`src/hdl/bkd_pkg.sv`:
```
// Package of constants and types for the barcode keystroke decoder.
package bkd_pkg;

  // ----------------------------------------------------------------------
  // Byte values of the scanner code set
  // ----------------------------------------------------------------------
  localparam logic [7:0] BYTE_PREFIX = 8'h01;
  localparam logic [7:0] BYTE_LEFT = 8'h08;
  localparam logic [7:0] BYTE_DOWN = 8'h0a;
  localparam logic [7:0] BYTE_UP = 8'h0b;
  localparam logic [7:0] BYTE_RIGHT = 8'h0c;
  localparam logic [7:0] BYTE_ENTER = 8'h0d;
  localparam logic [7:0] BYTE_ESC = 8'h1b;
  localparam logic [7:0] BYTE_HOME = 8'h1e;
  localparam logic [7:0] BYTE_ESC_PGUP = 8'h4a;
  localparam logic [7:0] BYTE_ESC_PGDN = 8'h4b;
  localparam logic [7:0] BYTE_ESC_END = 8'h54;
  localparam logic [7:0] BYTE_ESC_DEL = 8'h57;
  localparam logic [7:0] BYTE_SEL_FIRST = 8'h40;
  localparam logic [7:0] BYTE_SEL_LAST = 8'h49;
  localparam logic [7:0] BYTE_SEL_DELAY = 8'h60;
  localparam logic [7:0] BYTE_SEL_EMPLOYEE = 8'h61;
  localparam logic [7:0] BYTE_SEL_SCRAP = 8'h63;
  localparam logic [7:0] BYTE_DIGIT_0 = 8'h30;
  localparam logic [7:0] BYTE_DIGIT_9 = 8'h39;

  // ----------------------------------------------------------------------
  // Field sizes and timing
  // ----------------------------------------------------------------------
  localparam int FIELD_DIGITS = 7;
  localparam logic [2:0] LEN_DELAY = 3'h2;
  localparam logic [2:0] LEN_EMPLOYEE = 3'h7;
  localparam logic [2:0] LEN_SCRAP = 3'h2;
  localparam int CLK_MHZ = 250;
  localparam int ESC_WAIT_US = 1000;
  localparam int ESC_WAIT_CYCLES = ESC_WAIT_US * CLK_MHZ;

  // ----------------------------------------------------------------------
  // Types
  // ----------------------------------------------------------------------
  typedef enum logic [4:0] {
    KEY_ENTER = 5'h00, KEY_STATUS = 5'h01, KEY_RIGHT = 5'h02,
    KEY_LEFT = 5'h03, KEY_UP = 5'h04, KEY_DOWN = 5'h05,
    KEY_HOME = 5'h06, KEY_END = 5'h07, KEY_DELETE = 5'h08,
    KEY_PAGE_UP = 5'h09, KEY_PAGE_DOWN = 5'h0a,
    KEY_HELP = 5'h0b, KEY_SETUP = 5'h0c, KEY_PROGRAM = 5'h0d,
    KEY_FOOTAGE = 5'h0e, KEY_NEXT_LINE = 5'h0f, KEY_SKIP_LINE = 5'h10,
    KEY_ADD_LINE = 5'h11, KEY_DEL_LINE = 5'h12, KEY_INC_QTY = 5'h13,
    KEY_DEC_QTY = 5'h14
  } bkd_key_t;

  typedef enum logic [1:0] {
    HOT_DELAY = 2'h0, HOT_EMPLOYEE = 2'h1, HOT_SCRAP = 2'h2
  } bkd_hot_kind_t;

  typedef enum logic [4:0] {
    ST_IDLE = 5'b00001, ST_ESC = 5'b00010, ST_PREFIX = 5'b00100,
    ST_SELECT = 5'b01000, ST_DIGITS = 5'b10000
  } bkd_state_t;

  // Scanner byte as it arrives.
  typedef struct packed {
    logic valid;
    logic [7:0] data;
  } bkd_byte_t;

  // Decoded keypad stroke.
  typedef struct packed {
    logic valid;
    bkd_key_t key;
  } bkd_key_evt_t;

  // Hot key entry; digit 0 of the field is the first digit scanned,
  // packed as BCD in the top nibble used, last digit in bits 3:0.
  typedef struct packed {
    logic valid;
    bkd_hot_kind_t kind;
    logic [4*FIELD_DIGITS-1:0] bcd;
  } bkd_hot_evt_t;

endpackage : bkd_pkg

```
`src/hdl/bkd_digit_field.sv`:
```
// BCD shift register that collects the digits of a hot key field.
`timescale 1ns/1ps
module bkd_digit_field #(
  parameter int DIGITS = 7
) (
  // Clock and reset
  input wire logic core_clk,
  input wire logic rst_n,
  // Control
  input wire logic clear,
  input wire logic shift,
  input wire logic [3:0] digit,
  // Field
  output logic [4*DIGITS-1:0] bcd,
  output logic [2:0] count
);

  logic [4*DIGITS-1:0] bcd_reg;
  logic [2:0] count_reg;
  wire [4*DIGITS-1:0] bcd_next = {bcd_reg[4*DIGITS-5:0], digit};

  always_ff @(posedge core_clk or negedge rst_n) begin
    if (!rst_n) begin
      bcd_reg <= '0;
      count_reg <= 3'h0;
    end else if (clear) begin
      bcd_reg <= '0;
      count_reg <= 3'h0;
    end else if (shift) begin
      bcd_reg <= bcd_next;
      count_reg <= count_reg + 3'h1;
    end
  end

  assign bcd = bcd_reg;
  assign count = count_reg;

endmodule : bkd_digit_field

```
`src/hdl/bkd_decoder.sv`:
```
// Barcode keystroke decoder: scanner byte stream to keypad events.
//
// Contract
// - Every three-digit code is one byte of that decimal value.
// - 013, 027, 012, 008, 011, 010, 030 and pairs of 027 each map a key.
// - 001, selector 064..073, 013 selects Help to Decrease Quantity.
// - 001 096 013, two digits, 013 delivers a delay code.
// - 001 097 013, seven digits, 013 delivers an employee code.
// - 001 099 013, two digits, 013 delivers a scrap code.
`timescale 1ns/1ps
module bkd_decoder #(
  parameter int ESC_WAIT = bkd_pkg::ESC_WAIT_CYCLES
) (
  // Clock and reset
  input wire logic core_clk,
  input wire logic rst_n,
  // Scanner byte stream
  input wire bkd_pkg::bkd_byte_t scan_in,
  output logic scan_ready,
  // Keypad side
  output bkd_pkg::bkd_key_evt_t key_out,
  output bkd_pkg::bkd_hot_evt_t hot_out,
  output logic seq_drop
);

  // ----------------------------------------------------------------------
  // State
  // ----------------------------------------------------------------------
  bkd_pkg::bkd_state_t state_reg, state_next;
  logic [7:0] sel_reg, sel_next;
  logic [7:0] replay_reg, replay_next;
  logic replay_valid_reg, replay_valid_next;
  logic [2:0] len_reg, len_next;
  logic [31:0] wait_reg, wait_next;
  bkd_pkg::bkd_key_evt_t key_reg, key_next;
  bkd_pkg::bkd_hot_evt_t hot_reg, hot_next;
  logic drop_reg, drop_next;
  logic ready_reg;
  logic field_clear, field_shift;
  logic [4*bkd_pkg::FIELD_DIGITS-1:0] field_bcd;
  logic [2:0] field_count;

  // ----------------------------------------------------------------------
  // Byte selection and classification
  // ----------------------------------------------------------------------
  // A byte held back after a lone escape is replayed before new input.
  // A byte offered while ready is low is not taken, so the scanner keeps it.
  wire in_valid = replay_valid_reg | (scan_in.valid & ready_reg);
  wire [7:0] in_byte = replay_valid_reg ? replay_reg : scan_in.data;
  wire is_digit = (in_byte >= bkd_pkg::BYTE_DIGIT_0) &&
                  (in_byte <= bkd_pkg::BYTE_DIGIT_9);
  wire [7:0] digit_off = in_byte - bkd_pkg::BYTE_DIGIT_0;
  wire [7:0] sel_off = sel_reg - bkd_pkg::BYTE_SEL_FIRST;
  wire sel_is_fn = (sel_reg >= bkd_pkg::BYTE_SEL_FIRST) &&
                   (sel_reg <= bkd_pkg::BYTE_SEL_LAST);
  wire is_enter = in_byte == bkd_pkg::BYTE_ENTER;
  wire esc_expired = wait_reg == 32'(ESC_WAIT - 1);

  // ----------------------------------------------------------------------
  // Next state
  // ----------------------------------------------------------------------
  always_comb begin
    state_next = state_reg;
    sel_next = sel_reg;
    replay_next = replay_reg;
    replay_valid_next = 1'b0;
    len_next = len_reg;
    wait_next = 32'h0;
    key_next = '0;
    hot_next = '0;
    hot_next.bcd = hot_reg.bcd;
    hot_next.kind = hot_reg.kind;
    key_next.key = key_reg.key;
    drop_next = 1'b0;
    field_clear = 1'b0;
    field_shift = 1'b0;
    case (state_reg)
      bkd_pkg::ST_IDLE: begin
        if (in_valid) begin
          key_next.valid = 1'b1;
          case (in_byte)
            bkd_pkg::BYTE_ENTER: key_next.key = bkd_pkg::KEY_ENTER;
            bkd_pkg::BYTE_RIGHT: key_next.key = bkd_pkg::KEY_RIGHT;
            bkd_pkg::BYTE_LEFT: key_next.key = bkd_pkg::KEY_LEFT;
            bkd_pkg::BYTE_UP: key_next.key = bkd_pkg::KEY_UP;
            bkd_pkg::BYTE_DOWN: key_next.key = bkd_pkg::KEY_DOWN;
            bkd_pkg::BYTE_HOME: key_next.key = bkd_pkg::KEY_HOME;
            bkd_pkg::BYTE_ESC: begin
              key_next.valid = 1'b0;
              state_next = bkd_pkg::ST_ESC;
            end
            bkd_pkg::BYTE_PREFIX: begin
              key_next.valid = 1'b0;
              state_next = bkd_pkg::ST_PREFIX;
            end
            default: begin
              key_next.valid = 1'b0;
              drop_next = 1'b1;
            end
          endcase
        end
      end
      bkd_pkg::ST_ESC: begin
        // A lone escape is Status; it is resolved by the next byte or,
        // if the scan ends there, by the wait running out.
        wait_next = wait_reg + 32'h1;
        if (in_valid) begin
          state_next = bkd_pkg::ST_IDLE;
          key_next.valid = 1'b1;
          case (in_byte)
            bkd_pkg::BYTE_ESC_END: key_next.key = bkd_pkg::KEY_END;
            bkd_pkg::BYTE_ESC_DEL: key_next.key = bkd_pkg::KEY_DELETE;
            bkd_pkg::BYTE_ESC_PGUP: key_next.key = bkd_pkg::KEY_PAGE_UP;
            bkd_pkg::BYTE_ESC_PGDN: key_next.key = bkd_pkg::KEY_PAGE_DOWN;
            default: begin
              key_next.key = bkd_pkg::KEY_STATUS;
              replay_next = in_byte;
              replay_valid_next = 1'b1;
            end
          endcase
        end else if (esc_expired) begin
          state_next = bkd_pkg::ST_IDLE;
          key_next.valid = 1'b1;
          key_next.key = bkd_pkg::KEY_STATUS;
        end
      end
      bkd_pkg::ST_PREFIX: begin
        if (in_valid) begin
          sel_next = in_byte;
          state_next = bkd_pkg::ST_SELECT;
        end
      end
      bkd_pkg::ST_SELECT: begin
        if (in_valid) begin
          state_next = bkd_pkg::ST_IDLE;
          field_clear = 1'b1;
          if (!is_enter) begin
            drop_next = 1'b1;
          end else if (sel_is_fn) begin
            key_next.valid = 1'b1;
            key_next.key = bkd_pkg::bkd_key_t'(
              5'(bkd_pkg::KEY_HELP) + sel_off[4:0]);
          end else if (sel_reg == bkd_pkg::BYTE_SEL_DELAY) begin
            state_next = bkd_pkg::ST_DIGITS;
            len_next = bkd_pkg::LEN_DELAY;
            hot_next.kind = bkd_pkg::HOT_DELAY;
          end else if (sel_reg == bkd_pkg::BYTE_SEL_EMPLOYEE) begin
            state_next = bkd_pkg::ST_DIGITS;
            len_next = bkd_pkg::LEN_EMPLOYEE;
            hot_next.kind = bkd_pkg::HOT_EMPLOYEE;
          end else if (sel_reg == bkd_pkg::BYTE_SEL_SCRAP) begin
            state_next = bkd_pkg::ST_DIGITS;
            len_next = bkd_pkg::LEN_SCRAP;
            hot_next.kind = bkd_pkg::HOT_SCRAP;
          end else begin
            drop_next = 1'b1;
          end
        end
      end
      bkd_pkg::ST_DIGITS: begin
        if (in_valid) begin
          if (field_count == len_reg) begin
            state_next = bkd_pkg::ST_IDLE;
            if (is_enter) begin
              hot_next.valid = 1'b1;
              hot_next.bcd = field_bcd;
            end else begin
              drop_next = 1'b1;
            end
          end else if (is_digit) begin
            field_shift = 1'b1;
          end else begin
            state_next = bkd_pkg::ST_IDLE;
            drop_next = 1'b1;
          end
        end
      end
      default: begin
        state_next = bkd_pkg::ST_IDLE;
      end
    endcase
  end

  // ----------------------------------------------------------------------
  // Registers
  // ----------------------------------------------------------------------
  always_ff @(posedge core_clk or negedge rst_n) begin
    if (!rst_n) begin
      state_reg <= bkd_pkg::ST_IDLE;
      sel_reg <= 8'h00;
      replay_reg <= 8'h00;
      replay_valid_reg <= 1'b0;
      len_reg <= 3'h0;
      wait_reg <= 32'h0;
      key_reg <= '0;
      hot_reg <= '0;
      drop_reg <= 1'b0;
      ready_reg <= 1'b0;
    end else begin
      state_reg <= state_next;
      sel_reg <= sel_next;
      replay_reg <= replay_next;
      replay_valid_reg <= replay_valid_next;
      len_reg <= len_next;
      wait_reg <= wait_next;
      key_reg <= key_next;
      hot_reg <= hot_next;
      drop_reg <= drop_next;
      ready_reg <= !replay_valid_next;
    end
  end

  // ----------------------------------------------------------------------
  // Digit field
  // ----------------------------------------------------------------------
  bkd_digit_field #(
    .DIGITS(bkd_pkg::FIELD_DIGITS)
  ) u_field (
    .core_clk(core_clk),
    .rst_n(rst_n),
    .clear(field_clear),
    .shift(field_shift),
    .digit(digit_off[3:0]),
    .bcd(field_bcd),
    .count(field_count)
  );

  assign scan_ready = ready_reg;
  assign key_out = key_reg;
  assign hot_out = hot_reg;
  assign seq_drop = drop_reg;

endmodule : bkd_decoder

```
`config.mk`:
```
export PLATFORM = sky130hd
export DESIGN_NAME = bkd_decoder
export DESIGN_NICKNAME = d
export VERILOG_FILES = /design/src/hdl/bkd_pkg.sv /design/src/hdl/bkd_digit_field.sv /design/src/hdl/bkd_decoder.sv
export SDC_FILE = /design/constraint.sdc
export NUM_CORES = 1
export LEC_CHECK = 0
export BUFFER_PORTS_ARGS = -buffer_cell sky130_fd_sc_hd__buf_2
export CORE_ASPECT_RATIO = 1.25
export CORE_MARGIN = 1.5
export CORE_UTILIZATION = 64
export DETAILED_ROUTE_END_ITERATION = 6
export GPL_TIMING_DRIVEN = 0
export PLACE_DENSITY = 0.84
export SYNTH_ARGS = -nofsm -noshare
export SYNTH_HDL_FRONTEND = slang
export SYNTH_SLANG_ARGS = --single-unit
```
`constraint.sdc`:
```
create_clock -name core_clk -period 5.65 [get_ports core_clk]
set_input_delay 0.8475 -clock core_clk [delete_from_list [all_inputs] [get_ports core_clk]]
set_output_delay 0.8475 -clock core_clk [all_outputs]
set_load 0.005 [all_outputs]
```
==> flow_metrics.env <==
export IMPL_cts_inserted_buffers=17
export IMPL_r2r_cells=10
export IMPL_synthCells=584
export IMPL_worst_ir_drop_vdd_uv=226
export IMPL_drt_total_wl_um=14500
export IMPL_synth_top_cell_by_area="dfrtp_1"
export IMPL_worstSetupPathType="flop to flop"
export IMPL_diodes=0
export IMPL_postSynthAreaPerCell_um2=10.3
export IMPL_p_leak_nw=3.21
export IMPL_cap_violations=0
export IMPL_grt_pass1_wl_um=23800
export IMPL_ioPinCount=50
export IMPL_io_buffers=49
export IMPL_initial_core_util=0.659
export IMPL_slew_headroom=0.229
export IMPL_syn_area_mm2=0.00601
export IMPL_timing_final_crit_share=0.563
export IMPL_post_cts_repair_setup_buffers=0
export IMPL_syn_num_nets=601
export IMPL_cp_data_required_time_ns=5.96
export IMPL_clockBufferDepth=2
export IMPL_maxSlewViolCount=0
export IMPL_n_fill_cell=602
export IMPL_place_congestion=0.912
export IMPL_root_buffer="clkbuf_16"
export IMPL_setup_viol=0
export IMPL_rsz0062_at_grt="false"
export IMPL_vias_per_cell=6.14
export IMPL_ys_flop_type="dfrtp_1"
export IMPL_clk_latency_ns=0.42
export IMPL_drt_pass1_iter_count=5
export IMPL_finalHoldViolCount=0
export IMPL_cts_sink_count=125
export IMPL_rr_endpoint="key_out[2]$_DFFE_PN0P_"
export IMPL_post_drt_wl_per_cell_um=18.4
export IMPL_crit_end="key_out[2]$_DFFE_PN0P_"
export IMPL_end_kind="flop"
export IMPL_overflow=0
export IMPL_path_clk_slew_ns=0.06
export IMPL_drive_above_1_share=0.200
export IMPL_min_period_ns=3.18
export IMPL_grt_start_max_net_pins=81
export IMPL_cp_startpoint="replay_valid_reg$_DFF_PN0_"
export IMPL_cp_arrival_ns=3.49
export IMPL_ys_seq_area_frac=0.521
export IMPL_cts_tree="done"
export IMPL_area_delta_synth_final_pct=16.5
export IMPL_drc=0
export IMPL_rows=39
export IMPL_powerDensity_mw_per_mm2=336
export IMPL_antenna_found_initial=0
export IMPL_grt_usage=0.313
export IMPL_tns_ns=0
export IMPL_ctsResizeCount=0
export IMPL_start_kind="flop"
export IMPL_cts_htree_levels=4
export IMPL_yosysUniqueCellTypes=65
export IMPL_synthArstFlopShare=1.00
export IMPL_placed_cell_area_mm2=0.00644
export IMPL_die_area_mm2=0.00999
export IMPL_reg2reg_setup_slack_ns=2.47
export IMPL_whs_ns=0.348
export IMPL_synth_edf_count=0
export IMPL_postRouteAntennaNets=0
export IMPL_post_synth_top_area_fraction=0.516
export IMPL_critPathMaxFanout=10
export IMPL_die_w_um=89.7
export IMPL_worst_pin_slew_ns=1.15
export IMPL_rr_startpoint="replay_valid_reg$_DFF_PN0_"
export IMPL_finalClockSkew_ns=0.00611
export IMPL_hpwl_um=9880
export IMPL_largest_register_ffs=32
export IMPL_final_nets=670
export IMPL_yosysWarnings=0
export IMPL_max_freq_mhz=314
export IMPL_drtIter0Drc=303
export IMPL_design_area_mm2=0.00700
export IMPL_grt_pass1_vias=4887
export IMPL_synth_seq_cells=125
export IMPL_die_h_um=111
export IMPL_finalCoreUtilization=0.767
export IMPL_yosys_top_cells_area="dfrtp_1 52%, mux2_2 6.0%, nand2_1 4.7%"
export IMPL_coreArea_mm2=0.00913
export IMPL_hold_buffers=0
export IMPL_status="finished clean"
export IMPL_via_count=4842
export IMPL_min_path_type="primary input to async pin"
## critical path, cell delays in order, from the launching register on
cell	delay [ns]
dfrtp_1	0.33
buf_6	0.14
buf_6	0.14
buf_2	0.22
a21oi_1	0.15
nor3_1	0.86
a41oi_1	0.21
a41o_1	0.30
and2_1	0.22
inv_1	0.13
mux2_2	0.35
## how the worst min path moves through the flow
stage,endpoint,cells after the start,from,slack (ns)
global placement,hot_out[6]$_DFFE_PN0P_,2,hot_out[6]$_DFFE_PN0P_,0.47
CTS,u_field.bcd[20]$_DFFE_PN0P_,1,rst_n,0.36
detailed placement,len_reg[1]$_DFFE_PN0P_,1,len_reg[1]$_DFFE_PN0P_,0.47
finish,u_field.bcd[20]$_DFFE_PN0P_,1,rst_n,0.35
floorplan,sel_reg[7]$_DFFE_PN0P_,2,sel_reg[7]$_DFFE_PN0P_,0.44
global route,u_field.bcd[20]$_DFFE_PN0P_,1,rst_n,0.37
## stage by stage
stage	setup WS, ns	total power [W]	std cells
after global routing	2.28	0.00244	789
final	2.47	0.00235	789
after global placement	2.18	0.00133	756
after detailed placement	2.14	0.00134	757
after CTS	2.53	0.00236	789
after floorplan	2.59	0.00122	584
## Yosys cell counts, drive strengths merged (7+ instances only)
cell type and n:
o21ai 30, nand2 76, inv 13, nand4 7, and3 8, mux2 35
nor2 49, and2 7, xnor2 13, nor3 12, nand2b 8, dfrtp 124
buf 8, clkbuf 14, a21oi 36, xor2 19, nand3 28, or3 9
## cells in the final DEF, fill, tap and decap left out, drive strengths merged, types with 4 or more instances in the layout
cell type  count
dfrtp        124
nand2         76
buf           58
nor2          49
a21oi         36
mux2          35
clkbuf        33
o21ai         30
nand3         28
xor2          19
inv           15
xnor2         13
nor3          12
or3            9
and3           8
nand2b         8
nand4          7
and2           7
clkinv         7
mux2i          6
ha             6
nor4           6
and4           5
nand3b         5
o31ai          4
## cells by family after synthesis
logic type | Yosys count | synth area share
XOR/XNOR | 32 | 0.0466
AND/OR/NAND/NOR | 246 | 0.212
adder cells (fa/ha/maj) | 6 | 0.0125
buffers and inverters | 35 | 0.0260
flip-flops | 125 | 0.521
AO/OA/AOI/OAI | 99 | 0.105
multiplexers | 41 | 0.0768
## routing by layer
metal,routed length (um),GRT usage,vias up
met1,5820,0.383,2409
met4,401,0.130,0
met5,0,0,-
li1,-,-,2223
met3,661,0.0756,36
met2,7630,0.519,174
## where the power goes
group | internal, W | switching (W) | total (W)
combinational | 0.000127 | 0.000181 | 0.000308
sequential | 0.000953 | 0.0000705 | 0.00102
clock | 0.000616 | 0.000404 | 0.00102
total | 0.00170 | 0.000656 | 0.00235
## layout make-up
type	instances	area, um^2	area share
Buffer	22	108	0.0154
Clock inverter	13	116	0.0166
Multi-Input combinational cell	424	2730	0.389
Sequential cell	125	3130	0.447
Tap cell	123	154	0.0220
Inverter	13	48.8	0.00697
Clock buffer	19	443	0.0632
Timing Repair Buffer	50	279	0.0398
Power figures use the tool's default switching activity.
